`config.mk`:
```
export PLATFORM = sky130hd
export DESIGN_NAME = cmd_source_selector
export DESIGN_NICKNAME = d
export VERILOG_FILES = /design/src/rtl/cmd_sel_pkg.sv /design/src/rtl/di_sync.sv /design/src/rtl/cmd_word_mux.sv /design/src/rtl/cmd_source_selector.sv
export SDC_FILE = /design/constraint.sdc
export NUM_CORES = 1
export LEC_CHECK = 0
export BUFFER_PORTS_ARGS = -buffer_cell sky130_fd_sc_hd__buf_2
export CAP_MARGIN = 0
export CORE_MARGIN = 3
export CORE_UTILIZATION = 55
export CTS_BUF_LIST = sky130_fd_sc_hd__clkbuf_4 sky130_fd_sc_hd__clkbuf_8 sky130_fd_sc_hd__clkbuf_16
export CTS_CLUSTER_SIZE = 25
export DETAILED_ROUTE_END_ITERATION = 7
export PLACE_DENSITY = 0.83
export SETUP_SLACK_MARGIN = 0.02
export SLEW_MARGIN = 20
export SYNTH_ARGS = -nofsm -noshare
export SYNTH_HDL_FRONTEND = slang
export SYNTH_HIERARCHICAL = 1
export SYNTH_SLANG_ARGS = --single-unit
```
`constraint.sdc`:
```
create_clock -name CORE_CLK -period 8.7 [get_ports CORE_CLK]
set_input_delay 1.305 -clock CORE_CLK [delete_from_list [all_inputs] [get_ports CORE_CLK]]
set_output_delay 1.305 -clock CORE_CLK [all_outputs]
set_load 0.01 [all_outputs]
```
`src/rtl/cmd_sel_pkg.sv`:
```
// constants for the command source selector: register map, reset values,
// input function codes, source and mode-origin codes, output bit layout
package cmd_sel_pkg;
  localparam int NUM_DI = 6;
  localparam int NUM_SRC = 6;
  localparam int FN_W = 4;
  localparam int SRC_W = 3;
  localparam int ORG_W = 4;
  localparam int WORD_W = 4;
  localparam int NUM_OUT = 13;
  // register byte offsets
  localparam logic [7:0] ADR_MODE = 8'h00;
  localparam logic [7:0] ADR_SRC = 8'h04;
  localparam logic [7:0] ADR_DIFN = 8'h08;
  localparam logic [7:0] ADR_STAT = 8'h0c;
  // field positions
  localparam int SRC_LOC_LSB = 0;
  localparam int SRC_REM_LSB = 4;
  localparam int SRC_COPY_BIT = 8;
  localparam int STAT_REM_BIT = 13;
  localparam int STAT_DI_LSB = 16;
  // reset values
  localparam logic [ORG_W-1:0] ORG_RST = 4'h2;
  localparam logic [SRC_W-1:0] LOC_RST = 3'h0;
  localparam logic [SRC_W-1:0] REM_RST = 3'h1;
  localparam logic COPY_RST = 1'b0;
  localparam logic [NUM_DI*FN_W-1:0] DIFN_RST = 24'h000032;
  // input function codes
  localparam logic [FN_W-1:0] FN_RUN = 4'h1;
  localparam logic [FN_W-1:0] FN_3W_START = 4'h2;
  localparam logic [FN_W-1:0] FN_3W_STOP = 4'h3;
  localparam logic [FN_W-1:0] FN_GEN_EN = 4'h4;
  localparam logic [FN_W-1:0] FN_LOCREM = 4'h5;
  localparam logic [FN_W-1:0] FN_JOG = 4'h6;
  localparam logic [FN_W-1:0] FN_DIR = 4'h7;
  localparam logic [FN_W-1:0] FN_NO_FAULT = 4'h8;
  localparam logic [FN_W-1:0] FN_NO_ALARM = 4'h9;
  localparam logic [FN_W-1:0] FN_BRAKE = 4'ha;
  localparam logic [FN_W-1:0] FN_RESET = 4'hb;
  localparam logic [FN_W-1:0] FN_LOAD_USER = 4'hc;
  localparam logic [FN_W-1:0] FN_EMERG = 4'he;
  // command source codes
  localparam logic [SRC_W-1:0] SRC_KEYPAD = 3'h0;
  localparam logic [SRC_W-1:0] SRC_DIG = 3'h1;
  localparam logic [SRC_W-1:0] SRC_USB = 3'h2;
  localparam logic [SRC_W-1:0] SRC_MAX = 3'h5;
  // mode origin codes
  localparam logic [ORG_W-1:0] ORG_LOCAL = 4'h0;
  localparam logic [ORG_W-1:0] ORG_REMOTE = 4'h1;
  localparam logic [ORG_W-1:0] ORG_KEY_LOC = 4'h2;
  localparam logic [ORG_W-1:0] ORG_KEY_REM = 4'h3;
  localparam logic [ORG_W-1:0] ORG_DIG = 4'h4;
  localparam logic [ORG_W-1:0] ORG_COMM_FIRST = 4'h5;
  localparam logic [ORG_W-1:0] ORG_MAX = 4'hc;
  // command word bits
  localparam int W_RUN = 0;
  localparam int W_ENA = 1;
  localparam int W_REV = 2;
  localparam int W_REM = 3;
  // output and status bits
  localparam int O_RUN = 0;
  localparam int O_FWD = 1;
  localparam int O_REV = 2;
  localparam int O_JOG = 3;
  localparam int O_FAULT = 4;
  localparam int O_ALARM = 5;
  localparam int O_BRAKE = 6;
  localparam int O_QSTOP = 7;
  localparam int O_EMERG = 8;
  localparam int O_FRST = 9;
  localparam int O_LOAD1 = 10;
  localparam int O_LOAD2 = 11;
  localparam int O_LREF = 12;
endpackage

```
`src/rtl/di_sync.sv`:
```
// two-flop synchroniser with edge pulses, one per digital input
// inputs are asynchronous pins; outputs are on the core clock
`timescale 1ns/1ps
module di_sync
  import cmd_sel_pkg::*;
#(
  parameter int W = NUM_DI
)
(
  input wire logic clk,
  input wire logic rst,
  input wire logic [W-1:0] pin,
  output logic [W-1:0] lvl,
  output logic [W-1:0] rise,
  output logic [W-1:0] fall
);
  genvar i;
  generate
    for (i = 0; i < W; i++)
    begin : g_bit
      logic meta_ff;
      logic sync_ff;
      logic prev_ff;
      always_ff @(posedge clk or posedge rst)
      begin
        if (rst)
        begin
          meta_ff <= 1'b0;
          sync_ff <= 1'b0;
          prev_ff <= 1'b0;
        end
        else
        begin
          meta_ff <= pin[i];
          sync_ff <= meta_ff;
          prev_ff <= sync_ff;
        end
      end
      // clean edges from the settled level
      assign lvl[i] = sync_ff;
      assign rise[i] = sync_ff & ~prev_ff;
      assign fall[i] = ~sync_ff & prev_ff;
    end
  endgenerate
endmodule

```
`src/rtl/cmd_word_mux.sv`:
```
// picks one source command word out of the packed words
// sel codes above the last source give an all-zero word
`timescale 1ns/1ps
module cmd_word_mux
  import cmd_sel_pkg::*;
(
  input wire logic [NUM_SRC*WORD_W-1:0] words,
  input wire logic [SRC_W-1:0] sel,
  output logic [WORD_W-1:0] word
);
  always_comb
  begin
    word = '0;
    for (int s = 0; s < NUM_SRC; s++)
    begin
      if (sel == SRC_W'(s))
      begin
        word = words[s*WORD_W +: WORD_W];
      end
    end
  end
endmodule

```
`src/rtl/cmd_source_selector.sv`:
```
// local/remote mode and start/stop command source selection, with decode
// of the programmable digital input functions; wishbone classic slave.
// assumes comm sources and keypad are on CORE_CLK; digital inputs are pins.
//
// The register offsets and register access over Wishbone were chosen for this implementation.
`timescale 1ns/1ps
module cmd_source_selector
  import cmd_sel_pkg::*;
(
  input wire logic CORE_CLK,
  input wire logic RESET,
  input wire logic WB_CYC_I,
  input wire logic WB_STB_I,
  input wire logic WB_WE_I,
  input wire logic [7:0] WB_ADR_I,
  input wire logic [3:0] WB_SEL_I,
  input wire logic [31:0] WB_DAT_I,
  output logic [31:0] WB_DAT_O,
  output logic WB_ACK_O,
  input wire logic [NUM_DI-1:0] DIG_INPUT,
  input wire logic KEY_LR_TOGGLE,
  input wire logic [NUM_SRC-1:0] SRC_WE,
  input wire logic [NUM_SRC*WORD_W-1:0] SRC_WORD,
  input wire logic MOTOR_ENABLED,
  input wire logic USER1_SAVED,
  input wire logic USER2_SAVED,
  output logic REMOTE_MODE,
  output logic RUN_CMD,
  output logic FWD_CONTACTOR,
  output logic REV_CONTACTOR,
  output logic JOG_REQ,
  output logic EXT_FAULT,
  output logic EXT_ALARM,
  output logic BRAKE_ALLOW,
  output logic QUICK_STOP,
  output logic EMERGENCY_RUN,
  output logic FAULT_RESET,
  output logic LOAD_USER1,
  output logic LOAD_USER2,
  output logic LOAD_REFUSED
);
  logic [NUM_DI-1:0] di_lvl;
  logic [NUM_DI-1:0] di_rise;
  logic [NUM_DI-1:0] di_fall;
  logic [ORG_W-1:0] origin_ff, nxt_origin;
  logic [SRC_W-1:0] loc_src_ff, nxt_loc_src;
  logic [SRC_W-1:0] rem_src_ff, nxt_rem_src;
  logic copy_ff, nxt_copy;
  logic [NUM_DI*FN_W-1:0] difn_ff, nxt_difn;
  logic remote_ff, nxt_remote;
  logic [NUM_SRC*WORD_W-1:0] word_ff, nxt_word;
  logic tw_run_ff, nxt_tw_run;
  logic [NUM_OUT-1:0] out_ff, nxt_out;
  logic ack_ff, nxt_ack;
  logic [31:0] rdat_ff, nxt_rdat;
  logic [NUM_DI-1:0] m_run, m_3ws, m_3wp, m_ge, m_lr, m_jog, m_dir;
  logic [NUM_DI-1:0] m_flt, m_alm, m_brk, m_rst, m_load, m_emg;
  logic [NUM_SRC*WORD_W-1:0] mux_words;
  logic [WORD_W-1:0] act_word;
  logic [WORD_W-1:0] di_word;
  logic [SRC_W-1:0] act_src;
  logic [SRC_W-1:0] new_src;
  logic [SRC_W-1:0] comm_src;
  logic [ORG_W-1:0] org_off;
  logic lr_lvl, ge_ok, emg_asg, load_rise, load_fall;
  logic wr_req;
  logic [31:0] wmask;
  logic [31:0] wr_mode, wr_src, wr_difn;

  di_sync #(
    .W(NUM_DI)
  ) u_sync (
    .clk(CORE_CLK),
    .rst(RESET),
    .pin(DIG_INPUT),
    .lvl(di_lvl),
    .rise(di_rise),
    .fall(di_fall)
  );

  // per-input function decode
  always_comb
  begin
    logic [FN_W-1:0] fn;
    fn = '0;
    m_run = '0;
    m_3ws = '0;
    m_3wp = '0;
    m_ge = '0;
    m_lr = '0;
    m_jog = '0;
    m_dir = '0;
    m_flt = '0;
    m_alm = '0;
    m_brk = '0;
    m_rst = '0;
    m_load = '0;
    m_emg = '0;
    for (int i = 0; i < NUM_DI; i++)
    begin
      fn = difn_ff[i*FN_W +: FN_W];
      m_run[i] = (fn == FN_RUN);
      m_3ws[i] = (fn == FN_3W_START);
      m_3wp[i] = (fn == FN_3W_STOP);
      m_ge[i] = (fn == FN_GEN_EN);
      m_lr[i] = (fn == FN_LOCREM);
      m_jog[i] = (fn == FN_JOG);
      m_dir[i] = (fn == FN_DIR);
      m_flt[i] = (fn == FN_NO_FAULT);
      m_alm[i] = (fn == FN_NO_ALARM);
      m_brk[i] = (fn == FN_BRAKE);
      m_rst[i] = (fn == FN_RESET);
      m_load[i] = (fn == FN_LOAD_USER);
      m_emg[i] = (fn == FN_EMERG);
    end
  end

  // open is local, closed is remote
  assign lr_lvl = |(m_lr & di_lvl);
  // every enable input must be closed; none assigned never blocks
  assign ge_ok = &(~m_ge | di_lvl);
  assign emg_asg = |m_emg;
  assign load_rise = |(m_load & di_rise);
  assign load_fall = |(m_load & di_fall);

  // digital source word: run/stop level or three-wire latch
  always_comb
  begin
    di_word = '0;
    di_word[W_RUN] = (|m_run) ? |(m_run & di_lvl) : tw_run_ff;
    di_word[W_ENA] = 1'b1;
    di_word[W_REV] = |(m_dir & di_lvl);
  end

  // three-wire start sets, any open stop button clears
  always_comb
  begin
    nxt_tw_run = tw_run_ff;
    if (|(m_3ws & di_rise))
    begin
      nxt_tw_run = 1'b1;
    end
    if (|(m_3wp & ~di_lvl))
    begin
      nxt_tw_run = 1'b0;
    end
  end

  assign act_src = remote_ff ? rem_src_ff : loc_src_ff;
  assign new_src = nxt_remote ? rem_src_ff : loc_src_ff;
  always_comb
  begin
    mux_words = word_ff;
    mux_words[SRC_DIG*WORD_W +: WORD_W] = di_word;
  end

  cmd_word_mux u_mux (
    .words(mux_words),
    .sel(act_src),
    .word(act_word)
  );

  // comm source of origin codes 5 to 12
  assign org_off = origin_ff - ORG_COMM_FIRST;
  assign comm_src = SRC_USB + SRC_W'(org_off[3:1]);

  // wishbone write decode with byte lanes
  assign wr_req = WB_CYC_I & WB_STB_I & WB_WE_I & ~ack_ff;
  always_comb
  begin
    for (int b = 0; b < 4; b++)
    begin
      wmask[b*8 +: 8] = {8{WB_SEL_I[b]}};
    end
  end
  assign wr_mode = (32'(origin_ff) & ~wmask) | (WB_DAT_I & wmask);
  assign wr_src = ({23'h0, copy_ff, 1'b0, rem_src_ff, 1'b0, loc_src_ff} & ~wmask)
    | (WB_DAT_I & wmask);
  assign wr_difn = ({8'h00, difn_ff} & ~wmask) | (WB_DAT_I & wmask);

  // configuration registers
  always_comb
  begin
    nxt_origin = origin_ff;
    nxt_loc_src = loc_src_ff;
    nxt_rem_src = rem_src_ff;
    nxt_copy = copy_ff;
    nxt_difn = difn_ff;
    if (wr_req && WB_ADR_I[7:2] == ADR_MODE[7:2] && wr_mode[ORG_W-1:0] <= ORG_MAX)
    begin
      nxt_origin = wr_mode[ORG_W-1:0];
    end
    if (wr_req && WB_ADR_I[7:2] == ADR_SRC[7:2])
    begin
      if (wr_src[SRC_LOC_LSB +: SRC_W] <= SRC_MAX)
      begin
        nxt_loc_src = wr_src[SRC_LOC_LSB +: SRC_W];
      end
      if (wr_src[SRC_REM_LSB +: SRC_W] <= SRC_MAX)
      begin
        nxt_rem_src = wr_src[SRC_REM_LSB +: SRC_W];
      end
      nxt_copy = wr_src[SRC_COPY_BIT];
    end
    if (wr_req && WB_ADR_I[7:2] == ADR_DIFN[7:2])
    begin
      nxt_difn = wr_difn[NUM_DI*FN_W-1:0];
    end
  end

  // local/remote mode
  always_comb
  begin
    nxt_remote = remote_ff;
    if (nxt_origin != origin_ff)
    begin
      // new origin code sets its starting mode
      if (nxt_origin == ORG_REMOTE || nxt_origin == ORG_KEY_REM)
      begin
        nxt_remote = 1'b1;
      end
      else if (nxt_origin == ORG_DIG)
      begin
        nxt_remote = lr_lvl;
      end
      else if (nxt_origin >= ORG_COMM_FIRST)
      begin
        nxt_remote = ~nxt_origin[0];
      end
      else
      begin
        nxt_remote = 1'b0;
      end
    end
    else if (origin_ff == ORG_LOCAL)
    begin
      nxt_remote = 1'b0;
    end
    else if (origin_ff == ORG_REMOTE)
    begin
      nxt_remote = 1'b1;
    end
    else if (origin_ff == ORG_KEY_LOC || origin_ff == ORG_KEY_REM)
    begin
      if (KEY_LR_TOGGLE)
      begin
        nxt_remote = ~remote_ff;
      end
    end
    else if (origin_ff == ORG_DIG)
    begin
      nxt_remote = lr_lvl;
    end
    else if (SRC_WE[comm_src])
    begin
      nxt_remote = SRC_WORD[comm_src*WORD_W + W_REM];
    end
  end

  // source command stores
  always_comb
  begin
    nxt_word = word_ff;
    for (int s = 0; s < NUM_SRC; s++)
    begin
      if (SRC_WE[s])
      begin
        nxt_word[s*WORD_W +: WORD_W] = SRC_WORD[s*WORD_W +: WORD_W];
      end
    end
    // copy old commands into the new source
    if (copy_ff && nxt_remote != remote_ff && new_src != SRC_DIG)
    begin
      nxt_word[new_src*WORD_W +: W_REM] = act_word[W_REM-1:0];
    end
  end

  // registered outputs
  always_comb
  begin
    nxt_out = '0;
    // without an emergency input, run needs source run, source enable and general enable
    nxt_out[O_RUN] = act_word[W_RUN] & act_word[W_ENA] & ge_ok;
    nxt_out[O_QSTOP] = ~ge_ok;
    if (emg_asg)
    begin
      nxt_out[O_RUN] = |(m_emg & di_lvl);
    end
    nxt_out[O_EMERG] = emg_asg;
    nxt_out[O_REV] = act_word[W_REV];
    nxt_out[O_FWD] = ~act_word[W_REV];
    nxt_out[O_JOG] = |(m_jog & di_lvl);
    nxt_out[O_FAULT] = |(m_flt & ~di_lvl);
    nxt_out[O_ALARM] = |(m_alm & ~di_lvl);
    // any open braking input disables braking
    nxt_out[O_BRAKE] = &(~m_brk | di_lvl);
    nxt_out[O_FRST] = |(m_rst & di_rise);
    nxt_out[O_LOAD1] = load_rise & USER1_SAVED & ~MOTOR_ENABLED;
    nxt_out[O_LOAD2] = load_fall & USER2_SAVED & ~MOTOR_ENABLED;
    nxt_out[O_LREF] = (load_rise | load_fall) & MOTOR_ENABLED;
  end

  // wishbone answer, one wait state, unmapped reads zero
  always_comb
  begin
    nxt_ack = WB_CYC_I & WB_STB_I & ~ack_ff;
    nxt_rdat = '0;
    unique case (WB_ADR_I[7:2])
      ADR_MODE[7:2]: nxt_rdat = 32'(origin_ff);
      ADR_SRC[7:2]: nxt_rdat = {23'h0, copy_ff, 1'b0, rem_src_ff, 1'b0, loc_src_ff};
      ADR_DIFN[7:2]: nxt_rdat = {8'h00, difn_ff};
      ADR_STAT[7:2]: nxt_rdat = {10'h000, di_lvl, 2'b00, remote_ff, out_ff};
      default: nxt_rdat = '0;
    endcase
  end

  always_ff @(posedge CORE_CLK or posedge RESET)
  begin
    if (RESET)
    begin
      origin_ff <= ORG_RST;
      loc_src_ff <= LOC_RST;
      rem_src_ff <= REM_RST;
      copy_ff <= COPY_RST;
      difn_ff <= DIFN_RST;
      remote_ff <= 1'b0;
      word_ff <= '0;
      tw_run_ff <= 1'b0;
      out_ff <= '0;
      ack_ff <= 1'b0;
      rdat_ff <= '0;
    end
    else
    begin
      origin_ff <= nxt_origin;
      loc_src_ff <= nxt_loc_src;
      rem_src_ff <= nxt_rem_src;
      copy_ff <= nxt_copy;
      difn_ff <= nxt_difn;
      remote_ff <= nxt_remote;
      word_ff <= nxt_word;
      tw_run_ff <= nxt_tw_run;
      out_ff <= nxt_out;
      ack_ff <= nxt_ack;
      rdat_ff <= nxt_rdat;
    end
  end

  assign WB_ACK_O = ack_ff;
  assign WB_DAT_O = rdat_ff;
  assign REMOTE_MODE = remote_ff;
  assign RUN_CMD = out_ff[O_RUN];
  assign FWD_CONTACTOR = out_ff[O_FWD];
  assign REV_CONTACTOR = out_ff[O_REV];
  assign JOG_REQ = out_ff[O_JOG];
  assign EXT_FAULT = out_ff[O_FAULT];
  assign EXT_ALARM = out_ff[O_ALARM];
  assign BRAKE_ALLOW = out_ff[O_BRAKE];
  assign QUICK_STOP = out_ff[O_QSTOP];
  assign EMERGENCY_RUN = out_ff[O_EMERG];
  assign FAULT_RESET = out_ff[O_FRST];
  assign LOAD_USER1 = out_ff[O_LOAD1];
  assign LOAD_USER2 = out_ff[O_LOAD2];
  assign LOAD_REFUSED = out_ff[O_LREF];
endmodule

```
==> flow_summary.ini, run 1 <==
[min_path]
min_from = u_sync/g_bit[5].meta_ff
whs_path_depth = 0
hold_class = reg2reg
min_to = u_sync/g_bit[5].sync_ff

[placed_design]
dp_hpwl_um = 13200
gp_congestion = 0.970
portBuffers = 113

[global_route]
track_usage = 0.281
grt_pass1_vias = 5301
grt_pass1_wl_um = 28100
antenna_found_initial = 0
gr-total-overflow = 0
grt_max_degree = 48

[timing]
max-slew-margin-rel = 0.490
worstMarginPinSlew_ns = 0.765
fin_crit_sh = 0.644
timing.fmax_ghz = 0.179
setup_viol = 0
fin_setup_tns_ns = 0
maxSlewViolCount = 0
finClkSkew_ns = 0.00686
period_needed_ns = 5.60
rsz0062_at_grt = false
hold_viol_final = 0

[job]
max_cap_violations = 0

[final_layout]
fin_nets = 800
fillers = 897
area_growth_pct = 12.3
antennaDiodeCount = 0
drive_gt1_frac = 0.286

[critical_path]
cp.arrival_ns = 5.87
rr_endpoint = word_ff[18]
ff2ff_setup_slack_ns = 3.55
critical_path_class = in2reg
cp_max_fo = 25
cp-start-kind = primary input
endpoint_kind = flip-flop
worstRegToRegCells = 15
cp.required_ns = 8.97
reg2reg_from = origin_ff[0]

[clock_network]
cts-resized-gates = 0
cts_buffers = 9
postCtsSetupBuffers = 0
ctsHoldBuffers = 0
clkLatencyLatePin_ns = 0.35
h-tree-depth = 3
clock-sinks = 108
clk_pin_slew_ns = 0.07
cts_tree = done
clk_path_buf_depth = 2
cts_root_buf = clkbuf_16

[floorplan]
initial_core_util = 0.573
die_y_um = 113
die_w_um = 113
core_mm2 = 0.0111
die_area_mm2 = 0.0129
pin_count = 136
rows = 38

[route]
drt-wirelength-per-cell_um = 20.6
post-route-drc-count = 0
wl_um = 17400
postRouteAntennaNets = 0
drt_iter0_drc = 525
drtPass1Iterations = 6
vias = 5202
viasPerCell = 6.14

[synth]
syn_inst = 626
netlist_area_mm2 = 0.00635
synth.avg_cell_area_um2 = 10.1
yosysWarnings = 6

[pwr]
total_power_uw = 1060
power_density_mw_per_mm2 = 148
leakage_uw = 0.00330
vdd_drop_max_mv = 0.181

[run_status]
run_status = finished clean
## worst max-delay path, stage by stage
cell	delay, ns
buf_2	0.31
or3b_2	0.59
nor4b_4	0.46
mux2_4	0.37
a2bb2oi_4	0.15
nor3_4	0.29
o21ai_1	0.22
and2_1	0.26
ha_1	0.21
ha_1	0.38
nor3b_1	0.50
nand3b_1	0.14
mux2i_1	0.41
mux2i_1	0.27
## metal layers
layer | global-route usage | wire (µm)
met4 | 0.0745 | 378
met1 | 0.406 | 7510
met2 | 0.429 | 7940
met5 | 0 | 0
met3 | 0.0653 | 1590
## placed cells by master, fill, tap and decap left out, types with 6 or more instances in the layout
master	count
a21oi_1	13
a22oi_1	8
a31oi_1	7
and2_1	8
and2b_2	12
and3_1	6
buf_2	113
clkbuf_16	9
conb_1	9
dfrtp_1	103
ha_1	8
inv_1	10
mux2_2	37
mux2i_1	52
nand2_1	31
nand2b_1	13
nand3_1	19
nand3b_1	20
nand4_1	10
nor2_1	62
nor2b_1	15
nor3_1	19
nor3b_1	8
nor4_1	8
o21ai_0	6
o22ai_1	8
## power by group
part | total (µW) | leakage, µW | internal [µW] | switching [µW]
clock | 383 | 0.000131 | 201 | 182
sequential | 550 | 0.00139 | 523 | 27.0
combinational | 124 | 0.00178 | 57.7 | 66.0
## per-stage QoR
step	setup slack, ns	std cells	hold slack [ns]	util	instance area, µm²
after floorplan	3.47	633	0.331	-	6370
after global placement	2.88	832	0.332	0.619	6850
after detailed placement	2.77	832	0.336	0.619	6850
after CTS	3.12	847	0.346	0.644	7130
after global routing	2.87	847	0.361	0.644	7130
final	3.10	847	0.345	0.644	7130
## how the worst max path moves through the flow
| stage | cells after the start | endpoint | slack (ns) | startpoint |
|---|---|---|---|---|
| after floorplan | 16 | word_ff[0] | 3.47 | WB_ADR_I[5] |
| after global placement | 16 | word_ff[1] | 2.88 | WB_ADR_I[2] |
| after detailed placement | 16 | word_ff[0] | 2.77 | WB_ADR_I[2] |
| after CTS | 16 | word_ff[0] | 3.12 | WB_ADR_I[2] |
| after global routing | 14 | word_ff[16] | 2.87 | WB_ADR_I[2] |
| final | 14 | word_ff[18] | 3.10 | WB_ADR_I[2] |
## layout make-up
type / count / area [µm²] / share of cell area
repair buffers: 114 / 573 / 0.0804
clock inverters: 5 / 37.5 / 0.00527
well taps: 140 / 175 / 0.0246
inverters: 11 / 42.5 / 0.00597
flip-flops and latches: 108 / 2710 / 0.380
clock buffers: 10 / 239 / 0.0335
multi-input cells: 459 / 3350 / 0.470
No activity file was read; power rests on OpenSTA's default activity.
==> run 2: changes to the inputs <==
==> constraint.sdc (replaced) <==
create_clock -name CORE_CLK -period 5.47 [get_ports CORE_CLK]
set_input_delay 0.8205 -clock CORE_CLK [delete_from_list [all_inputs] [get_ports CORE_CLK]]
set_output_delay 0.8205 -clock CORE_CLK [all_outputs]
set_load 0.01 [all_outputs]
==> run 2 against run 1 <==
Global-route usage is 0.12 points higher. Utilization is 1.1 points higher. Sequential share of layout area is 0.62 points lower. Highest routed layer unchanged. Largest power group unchanged. Routed wire length is 0.22% higher. Cell area is 1.7% higher. Critical path depth is 3 higher.
==> flow_summary.ini, run 2 (synthesis results as in run 1) <==
[pwr]
total_power_uw = 1740
power_density_mw_per_mm2 = 240
vdd_drop_max_mv = 0.287
leakage_uw = 0.00338

[clock_network]
clk_path_buf_depth = 2
ctsHoldBuffers = 0
clkLatencyLatePin_ns = 0.35
h-tree-depth = 3
clock-sinks = 108
clk_pin_slew_ns = 0.07
cts_buffers = 9
cts_tree = done
cts_root_buf = clkbuf_16

[floorplan]
die_w_um = 113
rows = 38
pin_count = 136
initial_core_util = 0.573
die_area_mm2 = 0.0129
die_y_um = 113
core_mm2 = 0.0111

[timing]
rsz0062_at_grt = false
period_needed_ns = 4.96
maxSlewViolCount = 0
worstMarginPinSlew_ns = 0.737
finClkSkew_ns = 0.00828
fin_setup_tns_ns = 0
fin_crit_sh = 0.906
fin_ws_ns = 0.514
max-slew-margin-rel = 0.509
timing.fmax_ghz = 0.202
setup_viol = 0
hold_ws_ns = 0.350
hold_viol_final = 0

[final_layout]
regArea_mm2 = 0.00271
fin_nets = 811
antennaDiodeCount = 0
layout_common_cells = buf_2 (113), dfrtp_1 (103), nor2_1 (62)
area_growth_pct = 14.2
fillers = 891
finish.utilization = 0.654
drive_gt1_frac = 0.299
layout_commonest_cell = buf_2
multiInputGateArea_mm2 = 0.00336

[critical_path]
cp.required_ns = 5.71
endpoint_kind = flip-flop
cp-start-kind = flip-flop
cp_max_fo = 11
cp.arrival_ns = 5.19
critical_path_class = reg2reg

[global_route]
track_usage = 0.282
antenna_found_initial = 0
grt_max_degree = 49
grt_pass1_wl_um = 28100
grt_pass1_vias = 5258
gr-total-overflow = 0

[route]
post-route-drc-count = 0
vias = 5268
drt-wirelength-per-cell_um = 20.3
wl_um = 17400
drt_iter0_drc = 382
viasPerCell = 6.13
postRouteAntennaNets = 0
drtPass1Iterations = 6

[placed_design]
gp_congestion = 0.973
dp_hpwl_um = 13100
portBuffers = 113
dp_slack_ns = 0.206

[min_path]
hold_class = reg2reg

[run_status]
run_status = finished clean

[job]
max_cap_violations = 0
==> run 2: final cells by class <==
| cell class | instances | share of cell area |
|---|---|---|
| Clock inverter | 4 | 0.00656 |
| Multi-Input combinational cell | 459 | 0.463 |
| Inverter | 11 | 0.00587 |
| Sequential cell | 108 | 0.374 |
| Clock buffer | 12 | 0.0359 |
| Tap cell | 140 | 0.0242 |
| Timing Repair Buffer | 125 | 0.0905 |
==> run 2: worst paths after layout <==
kind / from / endpoint / slack, ns / depth (start not counted)
worst max-delay path: origin_ff[1] / word_ff[1] / 0.51 / 17
worst min-delay path: u_sync/g_bit[5].meta_ff / u_sync/g_bit[5].sync_ff / 0.35 / 0
worst max register to register: origin_ff[1] / word_ff[1] / 0.51 / 17
max in group asynchronous: RESET / WB_ACK_O / 3.80 / 3
min in group asynchronous: RESET / out_ff[11] / 0.57 / 2
worst min register to register: u_sync/g_bit[5].meta_ff / u_sync/g_bit[5].sync_ff / 0.35 / 0
==> run 2: timing repair <==
item / in CTS / in global routing
gates resized for setup: 0 / 1
endpoints found under the setup margin: 0 / 6
buffers inserted: 0 / 0
==> run 2: critical path: stages, from the launching register on <==
cell and delay (ns):
dfstp_2 0.67, inv_1 0.11, ha_1 0.34, inv_1 0.13, mux4_2 0.52, and3b_1 0.19
a211oi_1 0.26, nor3_1 0.18, o21ai_1 0.48, and2_1 0.24, inv_1 0.05, ha_1 0.18
nor2b_1 0.13, nor3b_1 0.28, nor2b_1 0.29, nand3_1 0.12, mux2i_2 0.31, mux2_1 0.36
==> run 2: metrics by stage <==
stage | area [µm²] | cells
floorplan | 6370 | 633
global placement | 6940 | 843
detailed placement | 6940 | 843
CTS | 7240 | 859
global route | 7250 | 859
finish | 7250 | 859
==> run 2: layer usage <==
layer  GRT usage  wire, µm
met5           0         0
met2       0.435      8010
met3      0.0716      1410
met1       0.399      7710
met4      0.0761       312
==> run 2: power by group <==
part | switching [µW] | total [µW] | internal [µW]
Sequential | 36.4 | 868 | 832
Combinational | 114 | 208 | 94.7
Clock | 282 | 666 | 383
Total | 432 | 1740 | 1310
==> run 3: changes to the inputs <==
--- a/config.mk
+++ b/config.mk
@@ -7,12 +7,14 @@
 export LEC_CHECK = 0
 export BUFFER_PORTS_ARGS = -buffer_cell sky130_fd_sc_hd__buf_2
 export CAP_MARGIN = 0
+export CELL_PAD_IN_SITES_DETAIL_PLACEMENT = 0
+export CELL_PAD_IN_SITES_GLOBAL_PLACEMENT = 1
 export CORE_MARGIN = 3
-export CORE_UTILIZATION = 55
+export CORE_UTILIZATION = 30
 export CTS_BUF_LIST = sky130_fd_sc_hd__clkbuf_4 sky130_fd_sc_hd__clkbuf_8 sky130_fd_sc_hd__clkbuf_16
 export CTS_CLUSTER_SIZE = 25
 export DETAILED_ROUTE_END_ITERATION = 7
-export PLACE_DENSITY = 0.83
+export PLACE_DENSITY = 0.63
 export SETUP_SLACK_MARGIN = 0.02
 export SLEW_MARGIN = 20
 export SYNTH_ARGS = -nofsm -noshare
==> run 3 against run 2 <==
Hold slack about the same. Count of clock-buffer cells in the layout down 2. Total power up 3.4%. Clock skew up 0.0069 ns. Register-to-register slack worse by 0.04 ns. Combinational power about the same. Fmax down 0.77%. Global-route usage down 11 points. Routed wire length up 9.6%. Sequential power about the same. Critical path depth unchanged. First-iteration DRC count up 16%. Critical endpoint is now word_ff[0].
==> flow_summary.ini, run 3 (synthesis results as in run 1) <==
[run_status]
run_status = finished clean

[pwr]
vdd_drop_max_mv = 0.144
leakage_uw = 0.00337
power_density_mw_per_mm2 = 243

[clock_network]
clkLatencyLatePin_ns = 0.36
clk_path_buf_depth = 2
ctsHoldBuffers = 0
postCtsSetupBuffers = 0
cts_root_buf = clkbuf_16
cts_tree = done
clk_pin_slew_ns = 0.07
h-tree-depth = 3
cts-resized-gates = 0
clock-sinks = 108
cts_buffers = 9

[critical_path]
cp.required_ns = 5.70
crit_chain = inv_1 -> ha_1 -> inv_1 -> mux4_2 -> and3b_1 -> a211oi_1 -> nor3_2 -> o21ai_1 -> and2_1 -> inv_1 -> ha_1 -> nor2b_1 -> nor3b_1 -> nor2b_1 -> nand3_1 -> mux2i_2 -> mux2_1
ff2ff_setup_slack_ns = 0.48
cp_max_fo = 10
cpMaxStageDelayCell = dfrtp_1
cp-start-kind = flip-flop
endpoint_kind = flip-flop
slowest_delay_ns = 0.56
critical_path_class = reg2reg
cpMostUsedCell = inv_1
cp.arrival_ns = 5.23

[timing]
worstMarginPinSlew_ns = 0.740
hold_viol_final = 0
fin_setup_tns_ns = 0
period_needed_ns = 4.99
finClkSkew_ns = 0.0152
maxSlewViolCount = 0
setup_viol = 0
max-slew-margin-rel = 0.503
fin_crit_sh = 0.913
rsz0062_at_grt = false
timing.fmax_ghz = 0.200

[route]
wl_um = 19100
drtPass1Iterations = 5
postRouteAntennaNets = 0
drt_iter0_drc = 442
drt-wirelength-per-cell_um = 19.4
viasPerCell = 5.17
vias = 5105
post-route-drc-count = 0

[final_layout]
drive_gt1_frac = 0.298
area_growth_pct = 17.0
layout_common_cells = buf_2 (113), dfrtp_1 (103), nor2_1 (62)
fin_nets = 810
layout_commonest_cell = buf_2
antennaDiodeCount = 0
final_area_mm2 = 0.00742

[floorplan]
die_area_mm2 = 0.0229
core_mm2 = 0.0205
initial_core_util = 0.310
pin_count = 136
rows = 52
die_w_um = 151
die_y_um = 151

[global_route]
grt_max_degree = 52
grt_pass1_wl_um = 29900
grt_pass1_vias = 5194
gr-total-overflow = 0
track_usage = 0.171
antenna_found_initial = 0

[placed_design]
dp_hpwl_um = 14700
gp_congestion = 0.941
placed_area_mm2 = 0.00709
portBuffers = 113

[job]
max_cap_violations = 0

[min_path]
hold_class = reg2reg
==> run 3: changes by cell type in the layout (fill, tap and decap cells not counted), sizes merged <==
cell	before	now
clkinvlp	1	3
clkinv	3	2
buf	125	124
clkbuf	12	10
bufinv	1	2
==> run 3: worst paths after layout <==
check	start	endpoint	cells past startpoint
worst min register to register	u_sync/g_bit[0].meta_ff	u_sync/g_bit[0].sync_ff	0
worst max register to register	origin_ff[0]	word_ff[0]	17
worst min-delay path	u_sync/g_bit[0].meta_ff	u_sync/g_bit[0].sync_ff	0
max in group asynchronous	RESET	asynchronous set/reset pin	3
worst max-delay path	origin_ff[0]	word_ff[0]	17
min in group asynchronous	RESET	out_ff[10]	2
==> run 3: metal layers <==
metal / track usage / wire length [µm] / vias up
met5: 0 / 0 / -
met4: 0.0553 / 343 / 0
met3: 0.0353 / 1330 / 24
met2: 0.250 / 8390 / 198
met1: 0.252 / 9060 / 2476
li1: - / - / 2407
==> run 3: power breakdown <==
part           switching, µW  internal, µW  total, µW
Combinational            114          93.9        208
Clock                    310           413        723
Sequential              38.9           831        870
Total                    463          1340       1800
==> run 3: layout make-up <==
| cell class | count | area (µm²) |
|---|---|---|
| clock inverter | 6 | 87.6 |
| fill | 2088 | 13100 |
| inverter | 11 | 42.5 |
| tap | 270 | 338 |
| multi-input combinational | 459 | 3360 |
| timing repair buffer | 124 | 648 |
| sequential | 108 | 2710 |
| clock buffer | 10 | 239 |
==> run 3: worst max-delay path: cells and delay by family (launching register included) <==
kind / cells / cell delay, ns
buffers and inverters: 3 / 0.38
multiplexers: 3 / 1.15
adder cells (fa/ha/maj): 2 / 0.57
flip-flops: 1 / 0.56
AND/OR/NAND/NOR: 7 / 1.35
AO/OA/AOI/OAI: 2 / 0.85
==> run 3: stage by stage <==
| stage | setup slack, ns | hold slack, ns | std cells | util | power [µW] |
|---|---|---|---|---|---|
| global route | 0.0596 | 0.358 | 988 | 0.362 | 1880 |
| floorplan | 0.722 | 0.331 | 633 | - | 1010 |
| global placement | 0.401 | 0.335 | 972 | 0.346 | 1090 |
| detailed placement | 0.268 | 0.337 | 972 | 0.346 | 1090 |
| CTS | 0.431 | 0.353 | 988 | 0.362 | 1820 |
| finish | 0.476 | 0.351 | 988 | 0.362 | 1800 |
